**config.mk**
```make
export PLATFORM = sky130hd
export DESIGN_NAME = gpdr_top
export DESIGN_NICKNAME = d
export VERILOG_FILES = /design/src/gpdr_sync2.v /design/src/gpdr_pin_drive.v /design/src/gpdr_top.v
export VERILOG_INCLUDE_DIRS = /design/src
export SDC_FILE = /design/constraint.sdc
export NUM_CORES = 1
export LEC_CHECK = 0
export BUFFER_PORTS_ARGS = -buffer_cell sky130_fd_sc_hd__clkbuf_2
export CAP_MARGIN = 20
export CORE_MARGIN = 10
export CORE_UTILIZATION = 45
export CTS_CLUSTER_SIZE = 25
export DETAILED_ROUTE_END_ITERATION = 7
export GPL_TIMING_DRIVEN = 0
export PLACE_DENSITY = 0.66
export SETUP_SLACK_MARGIN = 0.1
export SLEW_MARGIN = 15
export SYNTH_ARGS = -nofsm -noshare
export SYNTH_HDL_FRONTEND = slang
export SYNTH_HIERARCHICAL = 1
export SYNTH_SLANG_ARGS = --single-unit
```
**constraint.sdc**
```tcl
create_clock -name pclk -period 1.9 [get_ports pclk]
set_clock_uncertainty 0.05 [all_clocks]
set_input_delay 0.095 -clock pclk [delete_from_list [all_inputs] [get_ports pclk]]
set_output_delay 0.095 -clock pclk [all_outputs]
set_load 0.02 [all_outputs]
```
**src/gpdr_map.vh**
```
// Purpose: register offsets, reset values and field positions for the pin pull-up and data block
// Assumes: apb with 32-bit data, one aligned word per register
// Notes:   offsets are byte addresses
`ifndef GPDR_MAP_VH
`define GPDR_MAP_VH

`define GPDR_OFF_PB_PULLUP_OFF  12'h000
`define GPDR_OFF_PC_PULLUP_OFF  12'h004
`define GPDR_OFF_PA_PIN_DATA    12'h008
`define GPDR_OFF_PA_DIRECTION   12'h00C
`define GPDR_OFF_PA_FUNC_LO     12'h010
`define GPDR_OFF_PA_FUNC_HI     12'h014
`define GPDR_OFF_STATUS         12'h018

`define GPDR_RST_PB_PULLUP_OFF  32'h00000000
`define GPDR_RST_PC_PULLUP_OFF  24'h000000
`define GPDR_RST_PA_LATCH       32'h00000000
`define GPDR_RST_PA_DIRECTION   32'h00000000
`define GPDR_RST_PA_FUNC        64'h0000000000000000

`define GPDR_PC_PINS            24
`define GPDR_FUNC_PLAIN_PIN     2'h0
`define GPDR_STATUS_UNLOCK_BIT  0

`endif

```
**src/gpdr_sync2.v**
```verilog
// Purpose: two-flop synchroniser for a bus of pin levels
// Assumes: inputs are asynchronous to pclk
// Notes:   first stage feeds only the second stage
module gpdr_sync2 #(
  parameter WIDTH = 32
) (
  // clock and reset
  input  wire             pclk,
  input  wire             presetn,
  // levels
  input  wire [WIDTH-1:0] async_in,
  output wire [WIDTH-1:0] sync_out
);
  reg [WIDTH-1:0] meta_q;
  reg [WIDTH-1:0] sync_q;

  // two stages, cleared by reset
  always @(posedge pclk or negedge presetn) begin
    if (!presetn) begin
      meta_q <= {WIDTH{1'b0}};
      sync_q <= {WIDTH{1'b0}};
    end else begin
      meta_q <= async_in;
      sync_q <= meta_q;
    end
  end

  assign sync_out = sync_q;
endmodule // gpdr_sync2

```
**src/gpdr_pin_drive.v**
```verilog
// Purpose: per-pin output driver for port A
// Assumes: function select is two bits per pin, plain pin function is code 0
// Notes:   latch reaches the pin only in plain-pin output mode
`include "gpdr_map.vh"

module gpdr_pin_drive #(
  parameter PINS = 32
) (
  // clock and reset
  input  wire              pclk,
  input  wire              presetn,
  // configuration
  input  wire [PINS-1:0]   latch,
  input  wire [PINS-1:0]   direction,
  input  wire [2*PINS-1:0] func_sel,
  // pin side
  output reg  [PINS-1:0]   pin_out,
  output reg  [PINS-1:0]   pin_oe
);
  genvar i;
  generate
    for (i = 0; i < PINS; i = i + 1) begin : g_pin
      wire drive_en = (func_sel[2*i+1:2*i] == `GPDR_FUNC_PLAIN_PIN) && direction[i];
      // registered drive so the outputs come from flops
      always @(posedge pclk or negedge presetn) begin
        if (!presetn) begin
          pin_out[i] <= 1'b0;
          pin_oe[i]  <= 1'b0;
        end else begin
          pin_out[i] <= drive_en & latch[i];
          pin_oe[i]  <= drive_en;
        end
      end
    end
  endgenerate
endmodule // gpdr_pin_drive

```
**src/gpdr_top.v**
```verilog
// Purpose: apb register block for port pull-up disables and port A pin data
// Assumes: pins and unlock arrive asynchronously; qualification happens upstream
// Notes:   zero-wait apb slave, pslverr on unmapped address
//          pready answers in the cycle after setup and stands one cycle
//          pull-up, direction and function writes need the synced unlock
//          the data latch takes every write; reads show the synced pin
//          pins and unlock pass two flops, data reads lag the pin by three
//          unmapped writes change nothing; status reads show the synced unlock
`include "gpdr_map.vh"

module gpdr_top #(
  parameter PA_PINS = 32,
  parameter PB_PINS = 32,
  parameter PC_PINS = 24
) (
  // clock and reset
  input  wire               pclk,
  input  wire               presetn,
  // apb slave
  input  wire               psel,
  input  wire               penable,
  input  wire               pwrite,
  input  wire [11:0]        paddr,
  input  wire [31:0]        pwdata,
  output reg  [31:0]        prdata,
  output reg                pready,
  output reg                pslverr,
  // protection
  input  wire               protected_write_unlock,
  // port A pins, already qualified
  input  wire [PA_PINS-1:0] port_a_pin_in,
  output wire [PA_PINS-1:0] port_a_pin_out,
  output wire [PA_PINS-1:0] port_a_pin_oe,
  // pull-up controls, high turns the pull-up off
  output reg  [PB_PINS-1:0] port_b_pullup_off,
  output reg  [PC_PINS-1:0] port_c_pullup_off
);
  // register state
  reg  [PA_PINS-1:0]   pa_latch_q;
  reg  [PA_PINS-1:0]   pa_dir_q;
  reg  [2*PA_PINS-1:0] pa_func_q;
  reg  [PA_PINS-1:0]   pa_data_q;
  reg  [PA_PINS-1:0]   pa_data_d;
  reg                  unlock_meta_q;
  reg                  unlock_q;
  wire [PA_PINS-1:0]   pa_pin_sync;
  reg  [31:0]          rdata_d;
  reg                  hit_d;
  // address decode, one select per register
  reg                  sel_pb;
  reg                  sel_pc;
  reg                  sel_data;
  reg                  sel_dir;
  reg                  sel_flo;
  reg                  sel_fhi;
  reg                  sel_stat;
  // next values of the software-visible state
  reg  [PB_PINS-1:0]   pb_pullup_d;
  reg  [PC_PINS-1:0]   pc_pullup_d;
  reg  [PA_PINS-1:0]   pa_latch_d;
  reg  [PA_PINS-1:0]   pa_dir_d;
  reg  [2*PA_PINS-1:0] pa_func_d;
  // response next values
  reg                  pready_d;
  reg                  pslverr_d;
  reg  [31:0]          prdata_d;

  // pin levels cross into pclk before anything reads them
  gpdr_sync2 #(
    .WIDTH (PA_PINS)
  ) u_pin_sync (
    .pclk     (pclk),
    .presetn  (presetn),
    .async_in (port_a_pin_in),
    .sync_out (pa_pin_sync)
  );

  // unlock level synchroniser
  always @(posedge pclk or negedge presetn) begin
    if (!presetn) begin
      unlock_meta_q <= 1'b0;
      unlock_q      <= 1'b0;
    end else begin
      unlock_meta_q <= protected_write_unlock;
      unlock_q      <= unlock_meta_q;
    end
  end

  // transfer phases; a write lands only at the edge that completes the access
  wire setup_ph   = psel & ~penable;
  wire acc_ph     = psel & penable & pready;
  wire wr_acc     = acc_ph & pwrite;
  wire rd_setup   = setup_ph & ~pwrite;
  wire prot_wr_ok = wr_acc & unlock_q;

  // address decode: at most one select is high, none for an unmapped word
  always @* begin
    sel_pb   = 1'b0;
    sel_pc   = 1'b0;
    sel_data = 1'b0;
    sel_dir  = 1'b0;
    sel_flo  = 1'b0;
    sel_fhi  = 1'b0;
    sel_stat = 1'b0;
    hit_d    = 1'b1;
    if (paddr == `GPDR_OFF_PB_PULLUP_OFF) begin
      sel_pb = 1'b1;
    end else if (paddr == `GPDR_OFF_PC_PULLUP_OFF) begin
      sel_pc = 1'b1;
    end else if (paddr == `GPDR_OFF_PA_PIN_DATA) begin
      sel_data = 1'b1;
    end else if (paddr == `GPDR_OFF_PA_DIRECTION) begin
      sel_dir = 1'b1;
    end else if (paddr == `GPDR_OFF_PA_FUNC_LO) begin
      sel_flo = 1'b1;
    end else if (paddr == `GPDR_OFF_PA_FUNC_HI) begin
      sel_fhi = 1'b1;
    end else if (paddr == `GPDR_OFF_STATUS) begin
      sel_stat = 1'b1;
    end else begin
      hit_d = 1'b0;
    end
  end

  // write strobes; the data latch takes any write, the rest need the unlock
  wire we_pb    = prot_wr_ok & sel_pb;
  wire we_pc    = prot_wr_ok & sel_pc;
  wire we_latch = wr_acc & sel_data;
  wire we_dir   = prot_wr_ok & sel_dir;
  wire we_flo   = prot_wr_ok & sel_flo;
  wire we_fhi   = prot_wr_ok & sel_fhi;

  // data readback tracks the qualified pin every cycle
  always @* begin
    pa_data_d = pa_pin_sync;
  end

  // readback register, three edges behind the pin
  always @(posedge pclk or negedge presetn) begin
    if (!presetn) begin
      pa_data_q <= {PA_PINS{1'b0}};
    end else begin
      pa_data_q <= pa_data_d;
    end
  end

  // pull-up disable next values; a locked write leaves them as they are
  always @* begin
    pb_pullup_d = port_b_pullup_off;
    pc_pullup_d = port_c_pullup_off;
    if (we_pb) begin
      pb_pullup_d = pwdata[PB_PINS-1:0];
    end
    if (we_pc) begin
      pc_pullup_d = pwdata[PC_PINS-1:0];
    end
  end

  // port B pull-up disables, protected set
  always @(posedge pclk or negedge presetn) begin
    if (!presetn) begin
      port_b_pullup_off <= `GPDR_RST_PB_PULLUP_OFF;
    end else begin
      port_b_pullup_off <= pb_pullup_d;
    end
  end

  // port C pull-up disables, reserved bits never stored
  always @(posedge pclk or negedge presetn) begin
    if (!presetn) begin
      port_c_pullup_off <= `GPDR_RST_PC_PULLUP_OFF;
    end else begin
      port_c_pullup_off <= pc_pullup_d;
    end
  end

  // port A next values: latch on any data write, configuration when unlocked
  always @* begin
    pa_latch_d = pa_latch_q;
    pa_dir_d   = pa_dir_q;
    pa_func_d  = pa_func_q;
    if (we_latch) begin
      pa_latch_d = pwdata[PA_PINS-1:0];
    end
    if (we_dir) begin
      pa_dir_d = pwdata[PA_PINS-1:0];
    end
    if (we_flo) begin
      pa_func_d[31:0] = pwdata;
    end
    if (we_fhi) begin
      pa_func_d[63:32] = pwdata;
    end
  end

  // output latch, taken on any data write whatever the pin direction
  always @(posedge pclk or negedge presetn) begin
    if (!presetn) begin
      pa_latch_q <= `GPDR_RST_PA_LATCH;
    end else begin
      pa_latch_q <= pa_latch_d;
    end
  end

  // direction bits, every pin an input after reset
  always @(posedge pclk or negedge presetn) begin
    if (!presetn) begin
      pa_dir_q <= `GPDR_RST_PA_DIRECTION;
    end else begin
      pa_dir_q <= pa_dir_d;
    end
  end

  // function select, plain pin function after reset
  always @(posedge pclk or negedge presetn) begin
    if (!presetn) begin
      pa_func_q <= `GPDR_RST_PA_FUNC;
    end else begin
      pa_func_q <= pa_func_d;
    end
  end

  // read mux: one word per mapped register, zero otherwise
  always @* begin
    rdata_d = 32'h00000000;
    if (sel_pb) begin
      rdata_d[PB_PINS-1:0] = port_b_pullup_off;
    end else if (sel_pc) begin
      rdata_d[PC_PINS-1:0] = port_c_pullup_off;
    end else if (sel_data) begin
      rdata_d[PA_PINS-1:0] = pa_data_q;
    end else if (sel_dir) begin
      rdata_d[PA_PINS-1:0] = pa_dir_q;
    end else if (sel_flo) begin
      rdata_d = pa_func_q[31:0];
    end else if (sel_fhi) begin
      rdata_d = pa_func_q[63:32];
    end else if (sel_stat) begin
      rdata_d[`GPDR_STATUS_UNLOCK_BIT] = unlock_q;
    end
  end

  // response next values: answer in the cycle after setup, no wait states
  always @* begin
    pready_d  = setup_ph;
    pslverr_d = setup_ph & ~hit_d;
    prdata_d  = 32'h00000000;
    if (rd_setup) begin
      prdata_d = rdata_d;
    end
  end

  // one wait-free access: pready rises in the access phase only
  always @(posedge pclk or negedge presetn) begin
    if (!presetn) begin
      pready  <= 1'b0;
      pslverr <= 1'b0;
    end else begin
      pready  <= pready_d;
      pslverr <= pslverr_d;
    end
  end

  // read data register, zero outside a read answer
  always @(posedge pclk or negedge presetn) begin
    if (!presetn) begin
      prdata <= 32'h00000000;
    end else begin
      prdata <= prdata_d;
    end
  end

  // port A output drivers
  gpdr_pin_drive #(
    .PINS (PA_PINS)
  ) u_drive (
    .pclk      (pclk),
    .presetn   (presetn),
    .latch     (pa_latch_q),
    .direction (pa_dir_q),
    .func_sel  (pa_func_q),
    .pin_out   (port_a_pin_out),
    .pin_oe    (port_a_pin_oe)
  );
endmodule // gpdr_top

```
After elaboration in Yosys (flattened, before gate mapping)
Cells that the tools add are included.

Word-level logic and storage cells: 241. Register bits: 380. Bits of input ports: 82.

Muxes and demuxes: 44. Bitwise operators: 48. Reduce and logical (&&, ||, !) cells: 65. Eq/ne operators: 6.

Operators with widths (count): 32-bit 2-to-1 mux (5); 2-bit zero test (32); 1-bit bitwise AND (45); 12-bit by 5-bit equality test with 1-bit output (second input constant) (3); 1-bit 2-to-1 mux (36); 1-bit logical AND (32); 31-bit 2-to-1 mux (1); 12-bit by 4-bit equality test with 1-bit output (second input constant) (2); 24-bit 2-to-1 mux (1); 12-bit by 3-bit equality test with 1-bit output (second input constant) (1); 12-bit zero test (1); 8-bit 2-to-1 mux (1); 1-bit inverter (3).

Longest topological paths before layout
Gate-level depths: netlist (run 1).

Word-level depth: 16. Gate-level depth with buffers: 7. Gate-level depth less buffers: 5.

Cells and area by module
The synthesis (run 1) kept the hierarchy.

Modules (own cells, without submodules): gpdr_top (instances 1, area each 10328.7 um^2, cells each 704); gpdr_pin_drive (instances 1, area each 2242.2 um^2, cells each 128); gpdr_sync2 (instances 1, area each 1601.5 um^2, cells each 64).

Least setup slack after synthesis (run 1)
Ideal clock, no wire load.

Path type: register to register. Start point: reg pready. End point: reg pa_dir_q[10]. Path buffers: 1. Data arrival time: 1.672 ns. Stages on the path, launching flop included: 6. Clock period less this slack: 1.846 ns. Library setup time: 0.125 ns. Setup slack: 0.054 ns. Required time: 1.725 ns. Path through: dfrtp_1 -> and4_1 -> nand2_1 -> nor3_2 -> buf_2 -> mux2_2.

Longest elaborated chain between the ends: 4.

Ends and longest elaborated chain: start, declared (line gpdr_top.v:26) `output reg pready,`; start signal, assigned (line gpdr_top.v:259) `pready <= pready_d;`; 1-bit bitwise AND (line gpdr_top.v:91) `wire acc_ph = psel & penable & pready;`; 1-bit bitwise AND (line gpdr_top.v:92) `wire wr_acc = acc_ph & pwrite;`; 1-bit bitwise AND (line gpdr_top.v:94) `wire prot_wr_ok = wr_acc & unlock_q;`; 1-bit bitwise AND (line gpdr_top.v:129) `wire we_dir = prot_wr_ok & sel_dir;`; end signal, assigned (line gpdr_top.v:208) `` pa_dir_q <= `GPDR_RST_PA_DIRECTION; ``; end signal, assigned (line gpdr_top.v:210) `pa_dir_q <= pa_dir_d;`; end, declared (line gpdr_top.v:40) `reg [PA_PINS-1:0] pa_dir_q;`.

Every way passes these cells. A chain may end at the register's enable or synchronous reset.

Worst setup path in the final report (run 1)
Start point: reg pready. End point: reg pa_latch_q[14].

Longest elaborated chain between the ends: 3.

Ends and longest elaborated chain: 1-bit bitwise AND (line gpdr_top.v:91); 1-bit bitwise AND (line gpdr_top.v:92); 1-bit bitwise AND (line gpdr_top.v:128) `wire we_latch = wr_acc & sel_data;`; end signal, assigned (line gpdr_top.v:199) `` pa_latch_q <= `GPDR_RST_PA_LATCH; ``; end signal, assigned (line gpdr_top.v:201) `pa_latch_q <= pa_latch_d;`; end, declared (line gpdr_top.v:39) `reg [PA_PINS-1:0] pa_latch_q;`.

Every way passes these cells.

==> qor.yml, run 1 <==
status: "finished, final reports clean"
port-buffer-count: 235
wl_mm: 41.1
postRouteAntennaNets: 0
gp_congestion: 0.818
setup_violations: 0
hp-start: "paddr[8]"
layout.nets: 1354
slew_violations: 0
r2r_cells: 6
clk_pin_slew_ns: 0.06
synth_xor_area_frac: 0
cp.required_ns: 2.25
critPathLaunchType: "register"
use_met3: 0.0431
synth_top_area_share: 0.671
fmax_mhz: 557
htreeDepth: 2
timing.rr.start: "pready$_DFF_PN0_"
cts.sinks: 380
vias: 9052
finalHoldViolCount: 0
cts_root_buf: "clkbuf_16"
tns_ns: 0
min_period_ns: 1.79
min_path_type: "in2reg"
synth_top_family_by_area: "multiplexers"
combPwrFrac: 0.041
netSwitchingFraction: 0.220
drt-initial-drc-count: 528
finalCritPeriodShare: 0.945
syn_inst: 896
wl_per_cell_um: 24.2
synth.area.top_cells: "dfrtp_1 67%, mux2_2 16%, and4bb_2 2.8%"
first_pass_iters: 5
async_flop_share: 1.00
grt_pass1_vias: 9851
synth_fp_nets: 978
worstPathArrival_ns: 2.14
cts_tree: "built"
cts_buffers: 41
grt_use_total: 0.209
die-height_um: 197
met2_usage: 0.340
p_int_mw: 13.2
synth-warning-count: 6
initial_core_util: 0.460
postSynthAreaPerCell_sq_um: 15.8
p_leak_nw: 9.41
num_antenna_cells: 0
totalPowerFinal_mw: 16.9
dieWidth_um: 197
clkPwrFrac: 0.471
worst_slew_pin_slew_ns: 0.895
use_met1: 0.283
clk_latency_ns: 0.53
synth_edf_count: 0
cap_violations: 0
grt_overflow_total: 0
drive_gt1_frac: 0.472
pin_count: 236
synth_commonest_cells: "380 x dfrtp_1, 201 x mux2_2, 40 x mux2i_1"
crit_end: "pa_latch_q[14]$_DFFE_PN0P_"
synth_cell_types: 40
coreArea_sq_um: 30800
synth_compound_area_frac: 0.0361
critPathMaxFanout: 10
ys.flop_type: "dfrtp_1"
viasPerCell: 5.32
path_class: "reg2reg"
vdd_drop_max_mv: 0.594
syn_to_final_growth_pct: 30.6
hpwl_mm: 28.1
yosysMostFrequentCell: "dfrtp_1"
pwr-share-seq: 0.488
rsz0062_at_grt: "true"
antenna_found_initial: 0
synthAdderAreaFrac: 0
grt_pass1_wl_mm: 61.9
r2r_slack_ns: 0.11
critical_path.startpoint: "pready$_DFF_PN0_"
rows: 64
p_per_area_nw_per_um2: 912
yosys.area.top_type: "dfrtp_1"
grt_most_used_layer: "met2"
yosys_register_bits: 380
end_kind: "register"
cts_max_path_buffers: 3
synth-simple-area-share: 0.0840
grt_max_degree: 99
worstReg2RegEnd: "pa_latch_q[14]$_DFFE_PN0P_"
synthMuxAreaShare: 0.194
drc: 0
yosysSeqAreaShare: 0.671
synth_area_sq_um: 14200
p_sw_mw: 3.72
die-area_sq_um: 39000
slew_headroom: 0.403
critical path: stages (launching register included):
cell and delay (ns):
dfrtp_1 0.35, and4_4 0.26, nand2_1 0.11, nor3_4 0.19
buf_4 0.18, buf_8 0.17, mux2_2 0.35
power groups by stage:
stage	sequential (mW)	clock, mW	combinational, mW
global placement	8.39	0	0.525
floorplan	8.37	0	0.150
finish	8.24	7.94	0.695
detailed placement	8.38	0	0.564
global route	8.24	8.41	0.769
CTS	8.24	8.08	0.701
logic make-up after synthesis:
group | count (synthesis)
flops | 380
buf+inv | 43
mux | 248
simple gates | 158
compound gates | 67
layer usage:
layer  vias up  wire (um)  part of all wire
met4         0        635             0.015
li1       4015          -                 -
met5         -          0                 0
met2       237      19900              0.48
met1      4755      18200              0.44
met3        45       2420             0.059
flip-flops by register name, summed over array words and instances (netlist names):
| signal | flops |
|---|---|
| pa_data_q | 32 |
| pa_dir_q | 32 |
| pa_func_q | 64 |
| pa_latch_q | 32 |
| port_b_pullup_off | 32 |
| port_c_pullup_off | 24 |
| prdata | 32 |
| pready | 1 |
| pslverr | 1 |
| u_drive/pin_oe | 32 |
| u_drive/pin_out | 32 |
| u_pin_sync/meta_q | 32 |
| u_pin_sync/sync_out | 32 |
| unlock_meta_q | 1 |
| unlock_q | 1 |
area by class of cell:
class | instances | area (sq um)
clock inverter | 18 | 148
sequential | 380 | 9510
buffer | 42 | 392
fill | 2379 | 12300
tap | 396 | 495
multi-input combinational | 473 | 4510
inverter | 1 | 3.75
clock buffer | 57 | 1230
timing repair buffer | 333 | 2220
per-stage QoR:
step,setup WS [ns],hold slack [ns],instance area (sq um),std cells,util
final,0.105,0.0626,18500,1700,0.600
after CTS,0.0365,0.00452,18400,1697,0.597
after floorplan,0.0653,-0.251,14200,896,-
after global routing,0.0810,0.0622,18500,1700,0.600
after global placement,-7.57,0.153,15900,1527,0.514
after detailed placement,-0.967,-0.0159,16000,1534,0.519
how the worst min path moves through the flow:
stage	end	slack, ns	depth (start not counted)
6_report	prdata[0]$_DFF_PN0_	0.06	4
5_1_grt	prdata[0]$_DFF_PN0_	0.06	4
4_1_cts	prdata[0]$_DFF_PN0_	0.005	4
3_5_place_dp	port_b_pullup_off[26]$_DFFE_PN0P_	-0.02	1
3_3_place_gp	u_pin_sync/meta_q[10]$_DFF_PN0_	0.15	1
2_1_floorplan	pa_data_q[0]$_DFF_PN0_	-0.25	0
layout by cell type, fill, tap and decap left out, drive strengths merged, types with 2 or more instances in the layout:
| cell type | n |
|---|---|
| nand3 | 4 |
| nand2 | 20 |
| o22ai | 8 |
| or4 | 2 |
| clkbuf | 310 |
| a32oi | 16 |
| clkinvlp | 4 |
| inv | 3 |
| dlygate4sd3 | 75 |
| o211a | 7 |
| clkinv | 11 |
| and3 | 2 |
| mux2i | 40 |
| and4bb | 32 |
| buf | 47 |
| o2bb2ai | 7 |
| nand2b | 19 |
| nor3b | 32 |
| a221o | 7 |
| nor2 | 21 |
| o21ai | 18 |
| dfrtp | 380 |
| mux2 | 208 |
| nor3 | 15 |
| nor4 | 4 |
timing repair:
action / 4_1_cts / 5_1_grt
setup endpoints to repair: 192 / 181
hold endpoints to repair: 526 / 0
resized for setup: 50 / 22
buffers inserted: 12 / 2
pin swaps: 6 / 5
gates cloned: 0 / 1
hold buffers: 76 / 0
No activity file was read; power rests on OpenSTA's default activity.
==> run 2, diff against run 1 <==
Settings changed: CAP_MARGIN 20 to 10, RECOVER_POWER set to 100.
==> run 2 against run 1 <==
Critical path depth grew 1. Cell count grew 0.88%. Core utilization grew 1.4 points. Global-route usage grew 0.41 points. Routed wire length grew 7.4%. Largest power group unchanged.
==> qor.yml, run 2 (synthesis results as in run 1) <==
antenna_found_initial: 0
grt_use_total: 0.213
cap_violations: 0
setup_ws_ns: 0.00365
setup_violations: 0
layout_commonest_cell: "dfrtp_1"
fmax_mhz: 527
cts.sinks: 380
die-height_um: 197
grt_max_degree: 99
layout.nets: 1371
drc: 0
cts_buffers: 40
largest_register: "pa_func_q"
path_class: "reg2reg"
largest_reg_flops: 64
vdd_drop_max_mv: 0.734
critPathMaxFanout: 6
clk_pin_slew_ns: 0.06
drive_gt1_frac: 0.348
clk_latency_ns: 0.53
drt-initial-drc-count: 639
hpwl_mm: 28.2
finalCritPeriodShare: 0.998
htreeDepth: 2
cp.required_ns: 2.25
die-area_sq_um: 39000
r2r_cells: 7
final_cell_mix: "380 x dfrtp_1, 185 x clkbuf_1, 120 x mux2_2"
postRouteAntennaNets: 0
placed_cells: 1531
num_antenna_cells: 0
end_kind: "register"
cts_tree: "built"
rsz0062_at_grt: "true"
initial_core_util: 0.460
grt_pass1_vias: 9947
vias: 9402
wl_mm: 44.1
viasPerCell: 5.48
timing.rr.start: "pready$_DFF_PN0_"
fin_cells: 1715
first_pass_iters: 5
syn_to_final_growth_pct: 33.7
status: "finished, final reports clean"
rows: 64
p_per_area_nw_per_um2: 873
pin_count: 236
pre_cts_slack_ns: -0.990
critPathLaunchType: "register"
cts_max_path_buffers: 3
slew_violations: 0
min_path_type: "in2async"
worstPathArrival_ns: 2.25
worstReg2RegEnd: "port_c_pullup_off[15]$_DFFE_PN0P_"
min_period_ns: 1.90
dieWidth_um: 197
grt_overflow_total: 0
r2r_slack_ns: 0.004
port-buffer-count: 235
gp_congestion: 0.818
coreArea_sq_um: 30800
p_leak_nw: 9.01
grt_pass1_wl_mm: 63.1
wl_per_cell_um: 25.7
worst_slew_pin_slew_ns: 1.35
cts_root_buf: "clkbuf_16"
critical_path.startpoint: "pready$_DFF_PN0_"
slew_headroom: 0.102
finalHoldViolCount: 0
run 2: worst max-delay path by stage:
stage          cells past startpoint                                end  slack, ns
5_1_grt                            7           pa_func_q[3]$_DFFE_PN0P_      -0.02
2_1_floorplan                      5          pa_func_q[33]$_DFFE_PN0P_       0.07
6_report                           7  port_c_pullup_off[15]$_DFFE_PN0P_      0.004
4_1_cts                            7           pa_func_q[3]$_DFFE_PN0P_      -0.01
3_5_place_dp                       6               prdata[19]$_DFF_PN0_      -0.99
3_3_place_gp                       1   port_b_pullup_off[2]$_DFFE_PN0P_      -7.57
run 2: critical path, stage by stage (launching register included):
cell and delay [ns]:
dfrtp_1 0.36, and4_4 0.27, nand2_8 0.07, buf_6 0.14, nor3_4 0.23, buf_12 0.19, clkbuf_16 0.18, mux2_4 0.30
run 2: layout make-up:
| class | count | area, sq um |
|---|---|---|
| repair buffers | 351 | 2330 |
| clock inverters | 9 | 87.6 |
| inverters | 1 | 3.75 |
| multi-input cells | 473 | 4860 |
| clock buffers | 63 | 1190 |
| well taps | 396 | 495 |
| flip-flops and latches | 380 | 9510 |
| fillers | 2409 | 11900 |
| plain buffers | 42 | 468 |
run 2: what timing repair did:
item	CTS	global route
buffers inserted	19	6
endpoints found under the setup margin	195	194
gates cloned	2	9
gates resized for setup	94	96
hold buffers	77	0
endpoints found under the hold margin	526	0
pin swaps	8	5
run 2: power by group:
part	switching (mW)	total, mW	internal [mW]
Combinational	0.436	0.694	0.258
Clock	3.17	7.60	4.44
Sequential	0.0366	8.24	8.20
run 2: per-stage QoR:
step	TNS [ns]	hold slack [ns]	area, sq um	util	power [mW]
finish	0	0.145	18900	0.614	16.5
global route	-0.212	0.135	18900	0.614	17.1
CTS	-0.0240	0.0378	18600	0.603	16.6
detailed placement	-111.04	-0.0145	16000	0.518	8.95
global placement	-2975.14	0.153	15900	0.514	8.91
floorplan	0	-0.251	14200	-	8.52
run 2: metal layers:
layer / global-route usage / wire length, um
met5: 0 / 0
met2: 0.342 / 20700
met4: 0.0513 / 916
met1: 0.293 / 19600
met3: 0.0434 / 2880
==> run 3, diff against run 2 <==
Settings changed: ABC_AREA set to 1.
==> run 3 against run 2 <==
Sequential power about the same. Hold slack worse by 0.13 ns. Cell count is 29% higher. Fmax increased by 4.1%. Die area up 0.86%. Register-to-register slack better by 0.09 ns. Worst setup slack better by 0.074 ns. Clock-buffer cell count is 3 lower. Non-clock buffer count down 21. Largest power group unchanged.
==> qor.yml, run 3 <==
p_leak_nw: 8.74
synth.area.top_cells: "dfrtp_1 66%, nand2_1 8.6%, o21ai_0 6.2%"
grt_pass1_wl_mm: 67.7
path_class: "in2reg"
slew_headroom: 0.478
antenna_found_initial: 0
r2r_cells: 7
largest_register: "pa_func_q"
postSynthAreaPerCell_sq_um: 10.0
crit_slowest_cell: "clkbuf_1"
min_period_ns: 1.82
finalHoldViolCount: 0
drc: 0
crit_end: "prdata[2]$_DFF_PN0_"
initial_core_util: 0.455
status: "finished, final reports clean"
yosysSeqAreaShare: 0.665
drt-initial-drc-count: 943
grt_most_used_layer: "met2"
cp_top_family: "buffers and inverters"
cts_root_buf: "clkbuf_16"
synth_cell_types: 26
vias: 11200
slew_violations: 0
cts_max_path_buffers: 3
htreeDepth: 2
cap_violations: 0
synth-warning-count: 6
die-height_um: 198
totalPowerFinal_mw: 16.8
vdd_drop_max_mv: 0.625
gp_congestion: 0.894
end_kind: "register"
wl_mm: 44.1
pre_cts_slack_ns: -0.217
path_cells: "clkbuf_2, nor2_1, nand2_1, nor2_4, nand2_1, clkbuf_1, clkbuf_1, a21oi_1"
ys.flop_type: "dfrtp_1"
synth_area_sq_um: 14300
grt_use_total: 0.224
yosysMostFrequentCell: "dfrtp_1"
worst_slew_pin_slew_ns: 0.783
syn_inst: 1426
grt_overflow_total: 0
viasPerCell: 5.06
dpl_cell_area_sq_um: 16100
rows: 65
wl_per_cell_um: 20.0
cts_buffers: 41
die-area_sq_um: 39300
met2_usage: 0.355
cp.depth: 8
yosys_register_bits: 380
syn_to_final_growth_pct: 24.6
crit_buf_inv: 3
r2r_slack_ns: 0.09
clk_latency_ns: 0.54
synth_edf_count: 0
port-buffer-count: 235
worstPathArrival_ns: 2.14
use_met3: 0.0542
setup_violations: 0
critical_path.startpoint: "paddr[9]"
layout.nets: 1860
async_flop_share: 1.00
cts.sinks: 380
synth_fp_nets: 1508
layout_commonest_cell: "dfrtp_1"
cts_tree: "built"
slowest_delay_ns: 0.59
use_met1: 0.302
largest_reg_flops: 64
first_pass_iters: 5
pin_count: 236
synth_top_area_share: 0.665
p_per_area_nw_per_um2: 945
postLayoutCellArea_sq_um: 17800
synth_commonest_cells: "380 x dfrtp_1, 328 x nand2_1, 178 x o21ai_0"
min_path_type: "in2reg"
postRouteAntennaNets: 0
finalCritPeriodShare: 0.959
critPathMaxFanout: 10
timing.rr.start: "pready$_DFF_PN0_"
tns_ns: 0
fmax_mhz: 549
drive_gt1_frac: 0.131
worstReg2RegEnd: "pa_dir_q[15]$_DFFE_PN0P_"
coreArea_sq_um: 31500
hpwl_mm: 31.0
grt_max_degree: 101
final_cell_mix: "380 x dfrtp_1, 331 x nand2_1, 219 x o21ai_0"
critPathLaunchType: "input pin"
yosys.area.top_type: "dfrtp_1"
final_util: 0.566
num_antenna_cells: 0
clk_pin_slew_ns: 0.06
grt_pass1_vias: 11600
cp.required_ns: 2.22
rsz0062_at_grt: "true"
dieWidth_um: 198
setup_ws_ns: 0.0780
## run 3: changes by cell type after synthesis, sizes merged, moves of 22 or more
| cell | before | now |
|---|---|---|
| nand2 | 20 | 335 |
| o21ai | 18 | 239 |
| mux2 | 208 | 0 |
| inv | 1 | 163 |
| nor2 | 21 | 110 |
| nand3 | 4 | 84 |
| mux2i | 40 | 0 |
| and4bb | 32 | 0 |
| nor3b | 32 | 0 |
| o21bai | 0 | 22 |
## run 3: what timing repair did
action                                  in CTS  in global routing
gates resized for setup                      2                 22
endpoints found under the hold margin      408                  0
setup buffers                                1                  1
endpoints found under the setup margin      51                 83
hold buffers                                68                  0
pin swaps                                    1                  1
## run 3: per-stage QoR
| step | hold WS [ns] | std cells |
|---|---|---|
| 2_1_floorplan | -0.251 | 1426 |
| 3_3_place_gp | 0.154 | 2063 |
| 3_5_place_dp | 0.0596 | 2067 |
| 4_1_cts | 0.00329 | 2208 |
| 5_1_grt | 0.0579 | 2209 |
| 6_report | 0.0183 | 2209 |
## run 3: cells by family (layout without fill, tap and decap cells)
kind of cell,count (synthesis),count (layout),synth area share
and+or+nand+nor,537,537,0.159
buffers and inverters,226,607,0.0645
AOI/OAI and AO/OA,283,283,0.111
DFF,380,380,0.665
## run 3: worst min-delay path: stages
cell and delay [ns]:
clkbuf_2 0.10, nand3_1 0.12, nor2_1 0.16, nor4_1 0.08
## run 3: report_power, final
part	total, mW	internal (mW)	leakage (nW)	switching (mW)
Combinational	0.531	0.191	2.97	0.340
Clock	8.08	4.88	0.682	3.20
Sequential	8.24	8.20	5.08	0.0329
## run 3: worst min path at each step
stage                                 from                              to  slack, ns  cells after the start
final                             paddr[3]               pslverr$_DFF_PN0_       0.02                      4
after global routing              paddr[3]               pslverr$_DFF_PN0_       0.06                      4
after CTS                         paddr[3]               pslverr$_DFF_PN0_      0.003                      4
after detailed placement           presetn          pa_data_q[0]$_DFF_PN0_       0.06                      1
after global placement    port_a_pin_in[5]  u_pin_sync/meta_q[5]$_DFF_PN0_       0.15                      1
after floorplan                    presetn          pa_data_q[0]$_DFF_PN0_      -0.25                      0
## run 3: final cells by class
type                    count  area [sq um]
plain buffers              63           299
clock buffers              60          1230
clock inverters            12           139
fillers                  2865         13600
inverters                 163           612
multi-input cells         820          3770
flip-flops and latches    380          9510
well taps                 402           503
repair buffers            309          1760
## run 3: routing by layer
layer  vias to the layer above  part of all wire  wire (um)
met2                       445              0.46      20500
li1                       5213                 -          -
met5                         -                 0          0
met4                         0             0.022        989
met1                      5438              0.43      18800
met3                        71             0.087       3850
